## config.mk

```make
export PLATFORM = sky130hd
export DESIGN_NAME = timer_modes
export DESIGN_NICKNAME = d
export VERILOG_FILES = /design/src/hdl/timer_pkg.sv /design/src/hdl/timer_modes.sv /design/src/hdl/pin_sync.sv
export SDC_FILE = /design/constraint.sdc
export NUM_CORES = 1
export LEC_CHECK = 0
export BUFFER_PORTS_ARGS = -buffer_cell sky130_fd_sc_hd__buf_4
export CAP_MARGIN = 40
export CORE_ASPECT_RATIO = 1.25
export CORE_UTILIZATION = 62
export DETAILED_ROUTE_END_ITERATION = 10
export PLACE_DENSITY = 0.8
export SLEW_MARGIN = 10
export SYNTH_ARGS = -nofsm -noshare
export SYNTH_HDL_FRONTEND = slang
export SYNTH_SLANG_ARGS = --single-unit
```

## constraint.sdc

```tcl
create_clock -name ref_clk_i -period 6.2 [get_ports ref_clk_i]
set_clock_uncertainty 0.15 [all_clocks]
set_input_delay 0.31 -clock ref_clk_i [delete_from_list [all_inputs] [get_ports ref_clk_i]]
set_output_delay 0.31 -clock ref_clk_i [all_outputs]
set_load 0.005 [all_outputs]
```

## src/hdl/timer_pkg.sv

```systemverilog
package timer_pkg;

	// Reference clock and timer clock source rates, in kHz
	localparam int           ACC_W        = 18;
	localparam logic [17:0]  REF_CLK_KHZ  = 18'h3_0d40;
	localparam logic [17:0]  RATE_1_KHZ   = 18'h0_03e8;
	localparam logic [17:0]  RATE_4_KHZ   = 18'h0_0fa0;
	localparam logic [17:0]  RATE_12_KHZ  = 18'h0_2ee0;
	localparam logic [17:0]  RATE_48_KHZ  = 18'h0_bb80;

	// Clock source select codes
	localparam logic [2:0]   SRC_4M       = 3'h0;
	localparam logic [2:0]   SRC_12M      = 3'h1;
	localparam logic [2:0]   SRC_48M      = 3'h2;
	localparam logic [2:0]   SRC_1M_DIV   = 3'h3;
	localparam logic [2:0]   SRC_4M_DIV   = 3'h4;
	localparam logic [2:0]   SRC_12M_DIV  = 3'h5;
	localparam logic [2:0]   SRC_48M_DIV  = 3'h6;
	localparam logic [2:0]   SRC_RST      = SRC_48M;
	localparam logic [7:0]   DIV_RST      = 8'h01;
	localparam logic [7:0]   ONE_8        = 8'h01;
	localparam logic [7:0]   ROLL_LAST    = 8'hff;

	// Register byte addresses
	localparam logic [7:0]   ADDR_CLK_SRC    = 8'h00;
	localparam logic [7:0]   ADDR_DIVIDER    = 8'h04;
	localparam logic [7:0]   ADDR_MODE_BASE  = 8'h10;
	localparam logic [7:0]   ADDR_VALUE_BASE = 8'h20;

	// Index configuration fields
	localparam int           IDX_EN_BIT   = 15;
	localparam int           IDX_SEL_LSB  = 0;
	localparam int           IDX_SEL_W    = 5;
	localparam int           DIO_W        = 32;

	localparam int           VAL_W        = 16;
	localparam int           QCNT_W       = 32;
	localparam logic [15:0]  ONE_16       = 16'h0001;
	localparam logic [31:0]  ONE_32       = 32'h0000_0001;

	typedef enum logic [3:0] {
		MODE_OFF  = 4'h0,
		MODE_FREQ = 4'h7,
		MODE_QUAD = 4'h8,
		MODE_STOP = 4'h9
	} mode_t;

	typedef enum logic [1:0] {
		FO_IDLE = 2'b00,
		FO_ARM  = 2'b01,
		FO_RUN  = 2'b11,
		FO_HALT = 2'b10
	} fo_state_t;

	function automatic logic [17:0] rate_khz(input logic [2:0] src);
		unique case (src)
			SRC_4M, SRC_4M_DIV:   rate_khz = RATE_4_KHZ;
			SRC_12M, SRC_12M_DIV: rate_khz = RATE_12_KHZ;
			SRC_1M_DIV:           rate_khz = RATE_1_KHZ;
			default:              rate_khz = RATE_48_KHZ;
		endcase
	endfunction : rate_khz

	function automatic mode_t to_mode(input logic [3:0] code);
		unique case (code)
			MODE_FREQ: to_mode = MODE_FREQ;
			MODE_QUAD: to_mode = MODE_QUAD;
			MODE_STOP: to_mode = MODE_STOP;
			default:   to_mode = MODE_OFF;
		endcase
	endfunction : to_mode

endpackage : timer_pkg

```

## src/hdl/timer_modes.sv

```systemverilog
`timescale 1ns/10ps
//Function
// - Frequency output toggles giving timer clock over twice the channel value.
// - Frequency value is 0 to 255; zero acts as 256.
// - Source codes 0-2 give 4/12/48 MHz plain; 3-6 give 1/4/12/48 divided.
// - Frequency output starts only when the shared 256-tick timer roll occurs.
// - Quadrature uses pair 0/1 or 2/3; even is phase A, odd phase B.
// - An edge on one phase alone counts once; direction from phase order.
// - Count is signed 32-bit, read identically through either pair channel in quadrature mode.
// - Writing zero to either pair channel clears the shared count.
// - A read returns the count held before a reset in the same request.
// - Value bit 15 enables index zeroing, bits 4:0 select the index line.
// - Index line is looked at only when a phase edge is seen.
// - Stop input on odd channel counts rising pin edges in 16 bits.
// - Edge count equal to stop count halts the adjacent even output.
// - Rewriting a halted output's mode re-arms it for one cycle only unless the odd channel was reconfigured first.
// - Halted output stays enabled but releases its pin to pulled-up input.
// - Stop read gives counted edges high, saturating, and edges awaited low.
// - Clock source and divider are shared by every channel.
module timer_modes
	import timer_pkg::*;
#(
	parameter int NUM_CH = 4
) (
	input  wire logic                    ref_clk_i,
	input  wire logic                    rst_b_i,
	input  wire logic [7:0]              reg_addr_i,
	input  wire logic [31:0]             reg_wdata_i,
	input  wire logic                    reg_wr_i,
	input  wire logic                    reg_rd_i,
	output logic      [31:0]             reg_rdata_o,
	input  wire logic [NUM_CH-1:0]       pin_i,
	output logic      [NUM_CH-1:0]       pin_o,
	output logic      [NUM_CH-1:0]       pin_oe_o,
	input  wire logic [timer_pkg::DIO_W-1:0] dio_i
);
	import timer_pkg::*;

	localparam int NUM_PAIR = NUM_CH / 2;

	if (NUM_CH != 2 && NUM_CH != 4) begin : g_bad_num_ch
		$error("timer_modes: NUM_CH must be 2 or 4");
	end

	typedef struct packed {
		logic [2:0]                       src;
		logic [7:0]                       div;
		mode_t     [NUM_CH-1:0]           mode;
		logic      [NUM_CH-1:0][VAL_W-1:0] val;
		logic [ACC_W-1:0]                 acc;
		logic [7:0]                       div_cnt;
		logic [7:0]                       roll;
		fo_state_t [NUM_CH-1:0]           st;
		logic      [NUM_CH-1:0][7:0]      hc;
		logic [NUM_CH-1:0]                out;
		logic [NUM_CH-1:0]                prev;
		logic      [NUM_PAIR-1:0][QCNT_W-1:0] qcnt;
		logic      [NUM_PAIR-1:0][VAL_W-1:0]  edges;
		logic [31:0]                      rdata;
	} state_t;

	state_t                  q;
	state_t                  d;
	logic [NUM_CH-1:0]       pin_s;
	logic [DIO_W-1:0]        dio_s;

	// Channel registers sit at base plus four times the channel number
	function automatic logic bank_hit(input logic [7:0] a,
	                                  input logic [7:0] base);
		bank_hit = (a[7:4] == base[7:4]) && (a[1:0] == 2'b00) &&
		           (int'(a[3:2]) < NUM_CH);
	endfunction : bank_hit

	function automatic logic [1:0] bank_ch(input logic [7:0] a);
		bank_ch = a[3:2];
	endfunction : bank_ch

	pin_sync #(
		.W (NUM_CH + DIO_W)
	) u_sync (
		.ref_clk_i (ref_clk_i),
		.rst_b_i   (rst_b_i),
		.async_i   ({dio_i, pin_i}),
		.sync_o    ({dio_s, pin_s})
	);

	always_comb begin
		logic [ACC_W:0]        acc_sum;
		logic                  base_tick;
		logic                  t_tick;
		logic                  roll_ev;
		logic                  zero_wr;
		logic                  a_now;
		logic                  b_now;
		logic                  a_chg;
		logic                  b_chg;
		logic [VAL_W-1:0]      cfg;
		logic [QCNT_W-1:0]     cnt;
		logic [1:0]            c;
		int                    e;
		int                    o;
		acc_sum   = '0;
		base_tick = 1'b0;
		t_tick    = 1'b0;
		roll_ev   = 1'b0;
		zero_wr   = 1'b0;
		a_now     = 1'b0;
		b_now     = 1'b0;
		a_chg     = 1'b0;
		b_chg     = 1'b0;
		cfg       = '0;
		cnt       = '0;
		c         = '0;
		e         = 0;
		o         = 0;
		d         = q;
		d.rdata   = '0;
		d.prev    = pin_s;

		// Fractional accumulator makes source ticks from the 200 MHz clock
		acc_sum = {1'b0, q.acc} + {1'b0, rate_khz(q.src)};
		if (acc_sum >= {1'b0, REF_CLK_KHZ}) begin
			d.acc     = ACC_W'(acc_sum - {1'b0, REF_CLK_KHZ});
			base_tick = 1'b1;
		end else begin
			d.acc = acc_sum[ACC_W-1:0];
		end

		// One divider for all channels; a divider of zero divides by 256
		if (q.src >= SRC_1M_DIV) begin
			if (base_tick) begin
				if (q.div_cnt == q.div - ONE_8) begin
					d.div_cnt = '0;
					t_tick    = 1'b1;
				end else begin
					d.div_cnt = q.div_cnt + ONE_8;
				end
			end
		end else begin
			d.div_cnt = '0;
			t_tick    = base_tick;
		end

		if (t_tick) begin
			d.roll  = q.roll + ONE_8;
			roll_ev = (q.roll == ROLL_LAST);
		end

		for (int i = 0; i < NUM_CH; i++) begin
			unique case (q.st[i])
				FO_IDLE: begin
				end
				FO_ARM: begin
					if (roll_ev) begin
						d.st[i]  = FO_RUN;
						d.hc[i]  = '0;
						d.out[i] = 1'b0;
					end
				end
				FO_RUN: begin
					if (t_tick) begin
						// Zero wraps to 255 and so counts 256 ticks
						if (q.hc[i] == q.val[i][7:0] - ONE_8) begin
							d.hc[i]  = '0;
							d.out[i] = ~q.out[i];
						end else begin
							d.hc[i] = q.hc[i] + ONE_8;
						end
					end
				end
				FO_HALT: begin
				end
			endcase
		end

		for (int p = 0; p < NUM_PAIR; p++) begin
			e = 2 * p;
			o = 2 * p + 1;

			// Stop input on the odd channel
			if (q.mode[o] == MODE_STOP) begin
				if (pin_s[o] && !q.prev[o] &&
				    q.edges[p] != q.val[o]) begin
					d.edges[p] = q.edges[p] + ONE_16;
				end
				if (q.edges[p] == q.val[o] &&
				    (q.st[e] == FO_ARM || q.st[e] == FO_RUN)) begin
					d.st[e] = FO_HALT;
				end
			end

			// Quadrature decoding of the pair
			if (q.mode[e] == MODE_QUAD) begin
				a_now   = pin_s[e];
				b_now   = pin_s[o];
				a_chg   = a_now ^ q.prev[e];
				b_chg   = b_now ^ q.prev[o];
				cfg     = q.val[e];
				zero_wr = reg_wr_i && bank_hit(reg_addr_i, ADDR_VALUE_BASE) &&
				          (int'(bank_ch(reg_addr_i)) >> 1 == p) &&
				          (reg_wdata_i[VAL_W-1:0] == '0);
				cnt     = zero_wr ? '0 : q.qcnt[p];
				// Edge after a clear in the same cycle still counts
				if (a_chg ^ b_chg) begin
					if (cfg[IDX_EN_BIT] &&
					    dio_s[cfg[IDX_SEL_LSB +: IDX_SEL_W]]) begin
						cnt = '0;
					end else if (a_now ^ q.prev[o]) begin
						cnt = cnt + ONE_32;
					end else begin
						cnt = cnt - ONE_32;
					end
				end
				d.qcnt[p] = cnt;
			end
		end

		if (reg_wr_i) begin
			c = bank_ch(reg_addr_i);
			if (reg_addr_i == ADDR_CLK_SRC) begin
				d.src = reg_wdata_i[2:0];
			end else if (reg_addr_i == ADDR_DIVIDER) begin
				d.div = reg_wdata_i[7:0];
			end else if (bank_hit(reg_addr_i, ADDR_MODE_BASE)) begin
				d.mode[c] = to_mode(reg_wdata_i[3:0]);
				d.st[c]   = (to_mode(reg_wdata_i[3:0]) == MODE_FREQ) ?
				            FO_ARM : FO_IDLE;
				d.out[c]  = 1'b0;
				d.hc[c]   = '0;
				if (c[0]) begin
					d.edges[c >> 1] = '0;
				end
				if (to_mode(reg_wdata_i[3:0]) == MODE_QUAD) begin
					d.qcnt[c >> 1] = '0;
				end
			end else if (bank_hit(reg_addr_i, ADDR_VALUE_BASE)) begin
				// In quadrature mode a zero clears the count, not the setting
				if (!(q.mode[c] == MODE_QUAD &&
				      reg_wdata_i[VAL_W-1:0] == '0)) begin
					d.val[c] = reg_wdata_i[VAL_W-1:0];
				end
			end
		end

		// Read data reflect state before any write, for one cycle only
		if (reg_rd_i) begin
			c = bank_ch(reg_addr_i);
			if (reg_addr_i == ADDR_CLK_SRC) begin
				d.rdata = {29'h0000_0000, q.src};
			end else if (reg_addr_i == ADDR_DIVIDER) begin
				d.rdata = {24'h00_0000, q.div};
			end else if (bank_hit(reg_addr_i, ADDR_MODE_BASE)) begin
				d.rdata = {28'h000_0000, q.mode[c]};
			end else if (bank_hit(reg_addr_i, ADDR_VALUE_BASE)) begin
				unique case (q.mode[c])
					MODE_QUAD: d.rdata = q.qcnt[c >> 1];
					MODE_STOP: d.rdata = {q.edges[c >> 1],
					                      q.val[c] - q.edges[c >> 1]};
					MODE_FREQ: d.rdata = {16'h0000, q.val[c]};
					MODE_OFF:  d.rdata = '0;
				endcase
			end
		end
	end

	always_ff @(posedge ref_clk_i or negedge rst_b_i) begin
		if (!rst_b_i) begin
			q      <= '0;
			q.src  <= SRC_RST;
			q.div  <= DIV_RST;
		end else begin
			q <= d;
		end
	end

	// Halted output keeps its mode but lets the pull-up hold the pin
	always_comb begin
		for (int i = 0; i < NUM_CH; i++) begin
			pin_oe_o[i] = (q.st[i] == FO_ARM) || (q.st[i] == FO_RUN);
		end
	end

	assign pin_o       = q.out;
	assign reg_rdata_o = q.rdata;

endmodule : timer_modes

```

## src/hdl/pin_sync.sv

```systemverilog
`timescale 1ns/10ps
module pin_sync #(
	parameter int W = 1
) (
	input  wire logic         ref_clk_i,
	input  wire logic         rst_b_i,
	input  wire logic [W-1:0] async_i,
	output logic      [W-1:0] sync_o
);
	typedef struct packed {
		logic [W-1:0] s1;
		logic [W-1:0] s2;
	} sync_state_t;

	sync_state_t q;
	sync_state_t d;

	// First stage feeds only the second stage
	always_comb begin
		d    = q;
		d.s1 = async_i;
		d.s2 = q.s1;
	end

	always_ff @(posedge ref_clk_i or negedge rst_b_i) begin
		if (!rst_b_i) begin
			q <= '0;
		end else begin
			q <= d;
		end
	end

	assign sync_o = q.s2;

endmodule : pin_sync

```

==> After elaboration in Yosys (flattened, before gate mapping) <==
Index checks and enable logic that the tools add are counted.
Widths: inputs -> output; s select.
{ "word_totals": {"output_inout_bits": 40, "ff_bits": 373} }
{ "classes": {"magnitude_cmp": 8, "n_reduce_logical": 36, "n_mux": 119, "add_sub_neg": 20, "eq_ne": 38, "bitwise": 24} }
{ "ops": {"columns": ["operator", "count"], "rows": [
  ["$mux 32", 19],
  ["$mux 96", 4],
  ["$mux 44", 4],
  ["$mux 16", 9],
  ["$mux 8", 16],
  ["$pmux 32 s4", 1],
  ["$add 32x1->32 const B", 2],
  ["$and 32x32->32", 2],
  ["$and 64x64->64", 1],
  ["$bwmux 64", 1],
  ["$mux 64", 1],
  ["$not 32->32", 2],
  ["$not 64->64", 1],
  ["$pmux 8 s2", 4],
  ["$sub 32x1->32 const B", 2],
  ["$add 8x1->8 const B", 6],
  ["$pmux 16 s3", 1],
  ["$eq 8x8->1", 5],
  ["$sub 8x1->8 const B", 5],
  ["$eq 4x4->1 const B", 9],
  ["$add 16x1->16 const B", 2],
  ["$bmux 16 s2", 1],
  ["$demux 16 s2", 1],
  ["$demux 32 s1", 1],
  ["56 further kinds", 145]
]} }

==> Longest topological paths before layout <==
{ "logic_depth": {"ltp_word": 18, "mapped_depth": 20, "mapped_depth_nobuf": 17} }

==> Modules after synthesis <==
A second synthesis with hierarchy kept.
{ "unflattened": {"cells_unflattened": 2273, "area_unflattened_um2": 22545.4} }
{ "modules_own_cells": {"columns": ["module", "seq_area_each_um2", "instances", "area_each_um2", "cells_per_inst"], "rows": [
  ["timer_modes", 7359.6, 1, 20743.6, 2201],
  ["pin_sync", 1801.7, 1, 1801.7, 72]
]} }

==> Least setup slack after synthesis <==
No wires, ideal clock.
{ "synth_timing": {"path_type": "input to register", "start": "input reg_addr_i[7]", "end": "register q[120] (netlist bit)", "t_arrival_ps": 4429, "slack_ps": 1500, "stages": 19, "path_buffers": 2, "setup_time_ps": 121, "required_time_ps": 5929, "cell_sequence": "or4_4 or4_4 or3_1 clkbuf_1 clkbuf_1 and2_1 fa_1 a21o_1 a21oi_1 nor2b_1 o31a_1 a21oi_1 o21a_1 o21a_1 o21bai_1 a21oi_1 o21bai_1 xor2_1 a22o_1"} }
{ "synth_lines": {"columns": ["item", "line_no", "rtl"], "rows": [
  ["start: declaration", "timer_modes.sv:27", "input wire logic [7:0] reg_addr_i,"],
  ["end: declaration", "timer_modes.sv:62", "state_t q;"]
]} }

==> metrics <==
worst min path class in -> reg; longest individual stage delay on the worst path 0.58 ns; count of endpoints failing hold in the final timing report 0; insertion delay of the later-clocked pin in the worst-skew pair 0.57 ns; horizontal die dimension 172 um; worst-path maximum fanout 25; Die Outline Area 37000 um^2; Gates resized, CTS repair 0; dominant cells by area after synthesis dfrtp_1 41%, ha_1 5.5%, xnor2_1 4.6%; max_cap viols 0; number of synthesized register bits 366; Top-Level Pins 120; layout-stage area growth over the synthesis result 13.0%; transition time at the pin with the least slew margin 0.999 ns; final sum of negative setup slack 0 ns; met2 Usage GRT 56.7%; proportion of synthesized flip-flops having asynchronous set or reset 100%; worst endpoint required time 6.50 ns; buffer levels on the longest clock path 3; post-cts hold buffer count 54; cell class contributing the biggest share of worst-path delay simple AND/OR/NAND/NOR gates; Synth Area per Inst 9.92 um^2; root buf cell clkbuf_16; type of element launching the critical path primary input; cell type of the slowest stage on the worst timing path dlygate4sd3_1; share of layout cells above drive strength 1 14.2%; Clock H-tree levels 2; power density of the placed cells 287 nW/um^2; Crit. path cell count 20; Worst R2R Setup Slack 1.22 ns; CTS tree yes; post-detailed-routing wire length 61900 um; initial antenna violation count 2; Post-CTS Setup Bufs 0; CP arrival 5.87 ns; number of nets in the final layout 2534; global-route wire length before repair 98700 um; count of input and output buffers 103; startpoint of the worst-slack reg-to-reg timing path q[300]$_DFFE_PN0P_; vias in the first global route 18700; global-route met1 utilization 40.2%; cell-by-cell listing of the critical path dlygate4sd3_1, buf_4, nor4_1, nand4_1, nor3_4, buf_4, nor2b_1, ha_1, a211o_1, o22a_1, and3_1, a21oi_1, a211oi_1, nor2_1, nor3_1, o22a_1, a21oi_1, o2111a_1, xnor2_1, a22o_1; buffers plus inverters on the worst setup path 3; Netlist cell types 83; number of DRC markers after the initial detailed-route iteration 1598; antenna violation net count after detailed routing 0; area of the core region 35600 um^2; num rows 77; Synthesized Nets 2444; maximum vdd ir drop 0.318 mV; combined area of all synthesized cells 22400 um^2; total iterations of the first detailed-routing run 6; fraction of post-synthesis cell area in the top cell type by area 40.6%; R2R cell count 17; normalized max-slew margin 33.3%; commonest cells in the netlist 364 x dfrtp_1, 212 x nor2_1, 145 x nand2_1, 117 x xnor2_1, 111 x o21ai_0; kind of critical path in -> reg; final-report setup violation count 0; global-route congestion overflow total 0; number of flops mapped to enable cells by yosys 0; cell count after synthesis 2262; flip-flop cell with the highest count after synthesis dfrtp_1; biggest area consumer among synthesized cells dfrtp_1; via density per instance 6.47; clock slew at the register clock pins of the worst setup and hold paths 0.06 ns; starting utilization of the core area 63.1%; met3 Use GR 6.30%; final max-slew violation count 0; post-route DRC violation count 0; layer with the highest usage after global routing met2; vias after detailed routing 18500; result of the run complete, no violations; Setup crit end q[94]$_DFF_PN0_; routed wire length per instance 21.7 um; sink count of the clock tree 366; total track usage 34.3%; RSZ-0062 raised after global routing false; Syn. warnings 0; gpl congestion 0.980; type of destination of the critical path flop; upper clock frequency limit 180 MHz; pin count of the biggest net entering global routing 137; Min Clock Period, post-route 5.56 ns; DP Wirelength 44100 um; most frequently used cell type in the post-synthesis netlist dfrtp_1; Die Span Y 215 um; worst flop-to-flop path endpoint q[167]$_DFF_PN0_; crit share post-route 89.7%; final core area utilization 71.3%; register area share after synthesis 40.8%; number of buffers inserted during clock tree synthesis 39; Crit. Startpoint reg_wdata_i[15]; Leakage Power 0.0117 uW; number of inserted filler cells in the final layout 2512
-- placed cells by master, fill, tap and decap left out, types with 13 or more instances in the layout --
cell           instances
a21oi_1              102
clkbuf_16             39
a22o_1                25
nor2_1               211
ha_1                  99
xor2_1                97
mux2i_1               57
o21bai_1              14
and3_1                17
nor4_1                22
mux2_2                73
buf_4                125
nor2b_1               51
or3_1                 19
inv_1                 57
dfrtp_1              364
mux4_2                39
nand3_1               67
nor3_1                33
a31oi_1               17
o21a_1                13
o21ai_0              110
o31ai_1               16
a22oi_1               47
xnor2_1              116
a21o_1                51
nand2_1              145
nand4_1               32
and2_1                47
dlygate4sd3_1         54
o22a_1                16
nand2b_1              14
a221oi_1              13
-- flip-flops by register name (all words and copies together), names as in the netlist --
signal	flops
q	258
u_sync.d	36
u_sync.sync_o	36
reg_rdata_o	32
pin_o	4
-- kinds of logic after synthesis --
| kind of cell | count (synthesis) | share of synthesized area (%) |
|---|---|---|
| mux | 169 | 10.1 |
| fa+ha+maj | 104 | 5.88 |
| compound gates | 515 | 15.7 |
| simple gates | 699 | 15.3 |
| xor+xnor | 214 | 8.35 |
| flops | 366 | 40.8 |
| buf+inv | 195 | 3.89 |
-- through the flow --
| stage | hold slack (ns) | power, uW | area (um^2) | std cells | worst slack, ns |
|---|---|---|---|---|---|
| CTS | 0.0346 | 7270 | 25400 | 2855 | 0.697 |
| finish | 0.0520 | 7280 | 25400 | 2856 | 0.637 |
| global placement | 0.183 | 4710 | 23400 | 2722 | 0.859 |
| global route | 0.0742 | 7650 | 25400 | 2855 | 0.335 |
| detailed placement | 0.185 | 4830 | 23500 | 2731 | 0.751 |
| floorplan | -0.136 | 4280 | 22400 | 2262 | 1.50 |
-- worst register-to-register path, cell delays in order, from the launching register on --
cell	delay [ns]
dfrtp_1	0.47
and2b_1	0.32
nand2_1	0.14
inv_1	0.16
ha_1	0.21
a21oi_1	0.09
a21oi_1	0.27
o2111ai_1	0.22
a211oi_1	0.33
o21ai_0	0.19
maj3_1	0.44
nor2_1	0.30
o211ai_2	0.24
buf_8	0.22
nor3_1	0.44
o21ai_0	0.29
a22oi_1	0.24
mux2i_1	0.13
-- layout make-up --
type	count	area, um^2	area share [%]
timing repair buffer	186	1610	6.37
sequential	366	9160	36.1
antenna	1	2.50	0.00987
tap	474	593	2.34
clock inverter	13	189	0.745
inverter	58	218	0.859
clock buffer	57	1130	4.47
multi-input combinational	1701	12400	49.1
-- where the power goes --
part | total [uW] | switching [uW] | internal [uW]
Combinational | 2040 | 1130 | 909
Sequential | 2830 | 239 | 2590
Clock | 2420 | 1010 | 1410
-- layer usage --
| layer | up-vias | share of wire [%] |
|---|---|---|
| li1 | 8328 | - |
| met2 | 827 | 49 |
| met3 | 260 | 6.5 |
| met5 | - | 0.021 |
| met1 | 9070 | 37 |
| met4 | 2 | 7.3 |
-- how the worst min path moves through the flow --
stage | cells after the start | from | endpoint
2_1_floorplan | 0 | rst_b_i | pin_o[0]$_DFF_PN0_
3_3_place_gp | 0 | u_sync.d[20]$_DFF_PN0_ | u_sync.sync_o[20]$_DFF_PN0_
3_5_place_dp | 0 | u_sync.d[30]$_DFF_PN0_ | u_sync.sync_o[30]$_DFF_PN0_
4_1_cts | 3 | reg_wr_i | q[298]$_DFFE_PN0P_
5_1_grt | 3 | reg_wr_i | q[298]$_DFFE_PN0P_
6_report | 3 | reg_wr_i | q[298]$_DFFE_PN0P_
No activity file was read; power rests on OpenSTA's default activity.
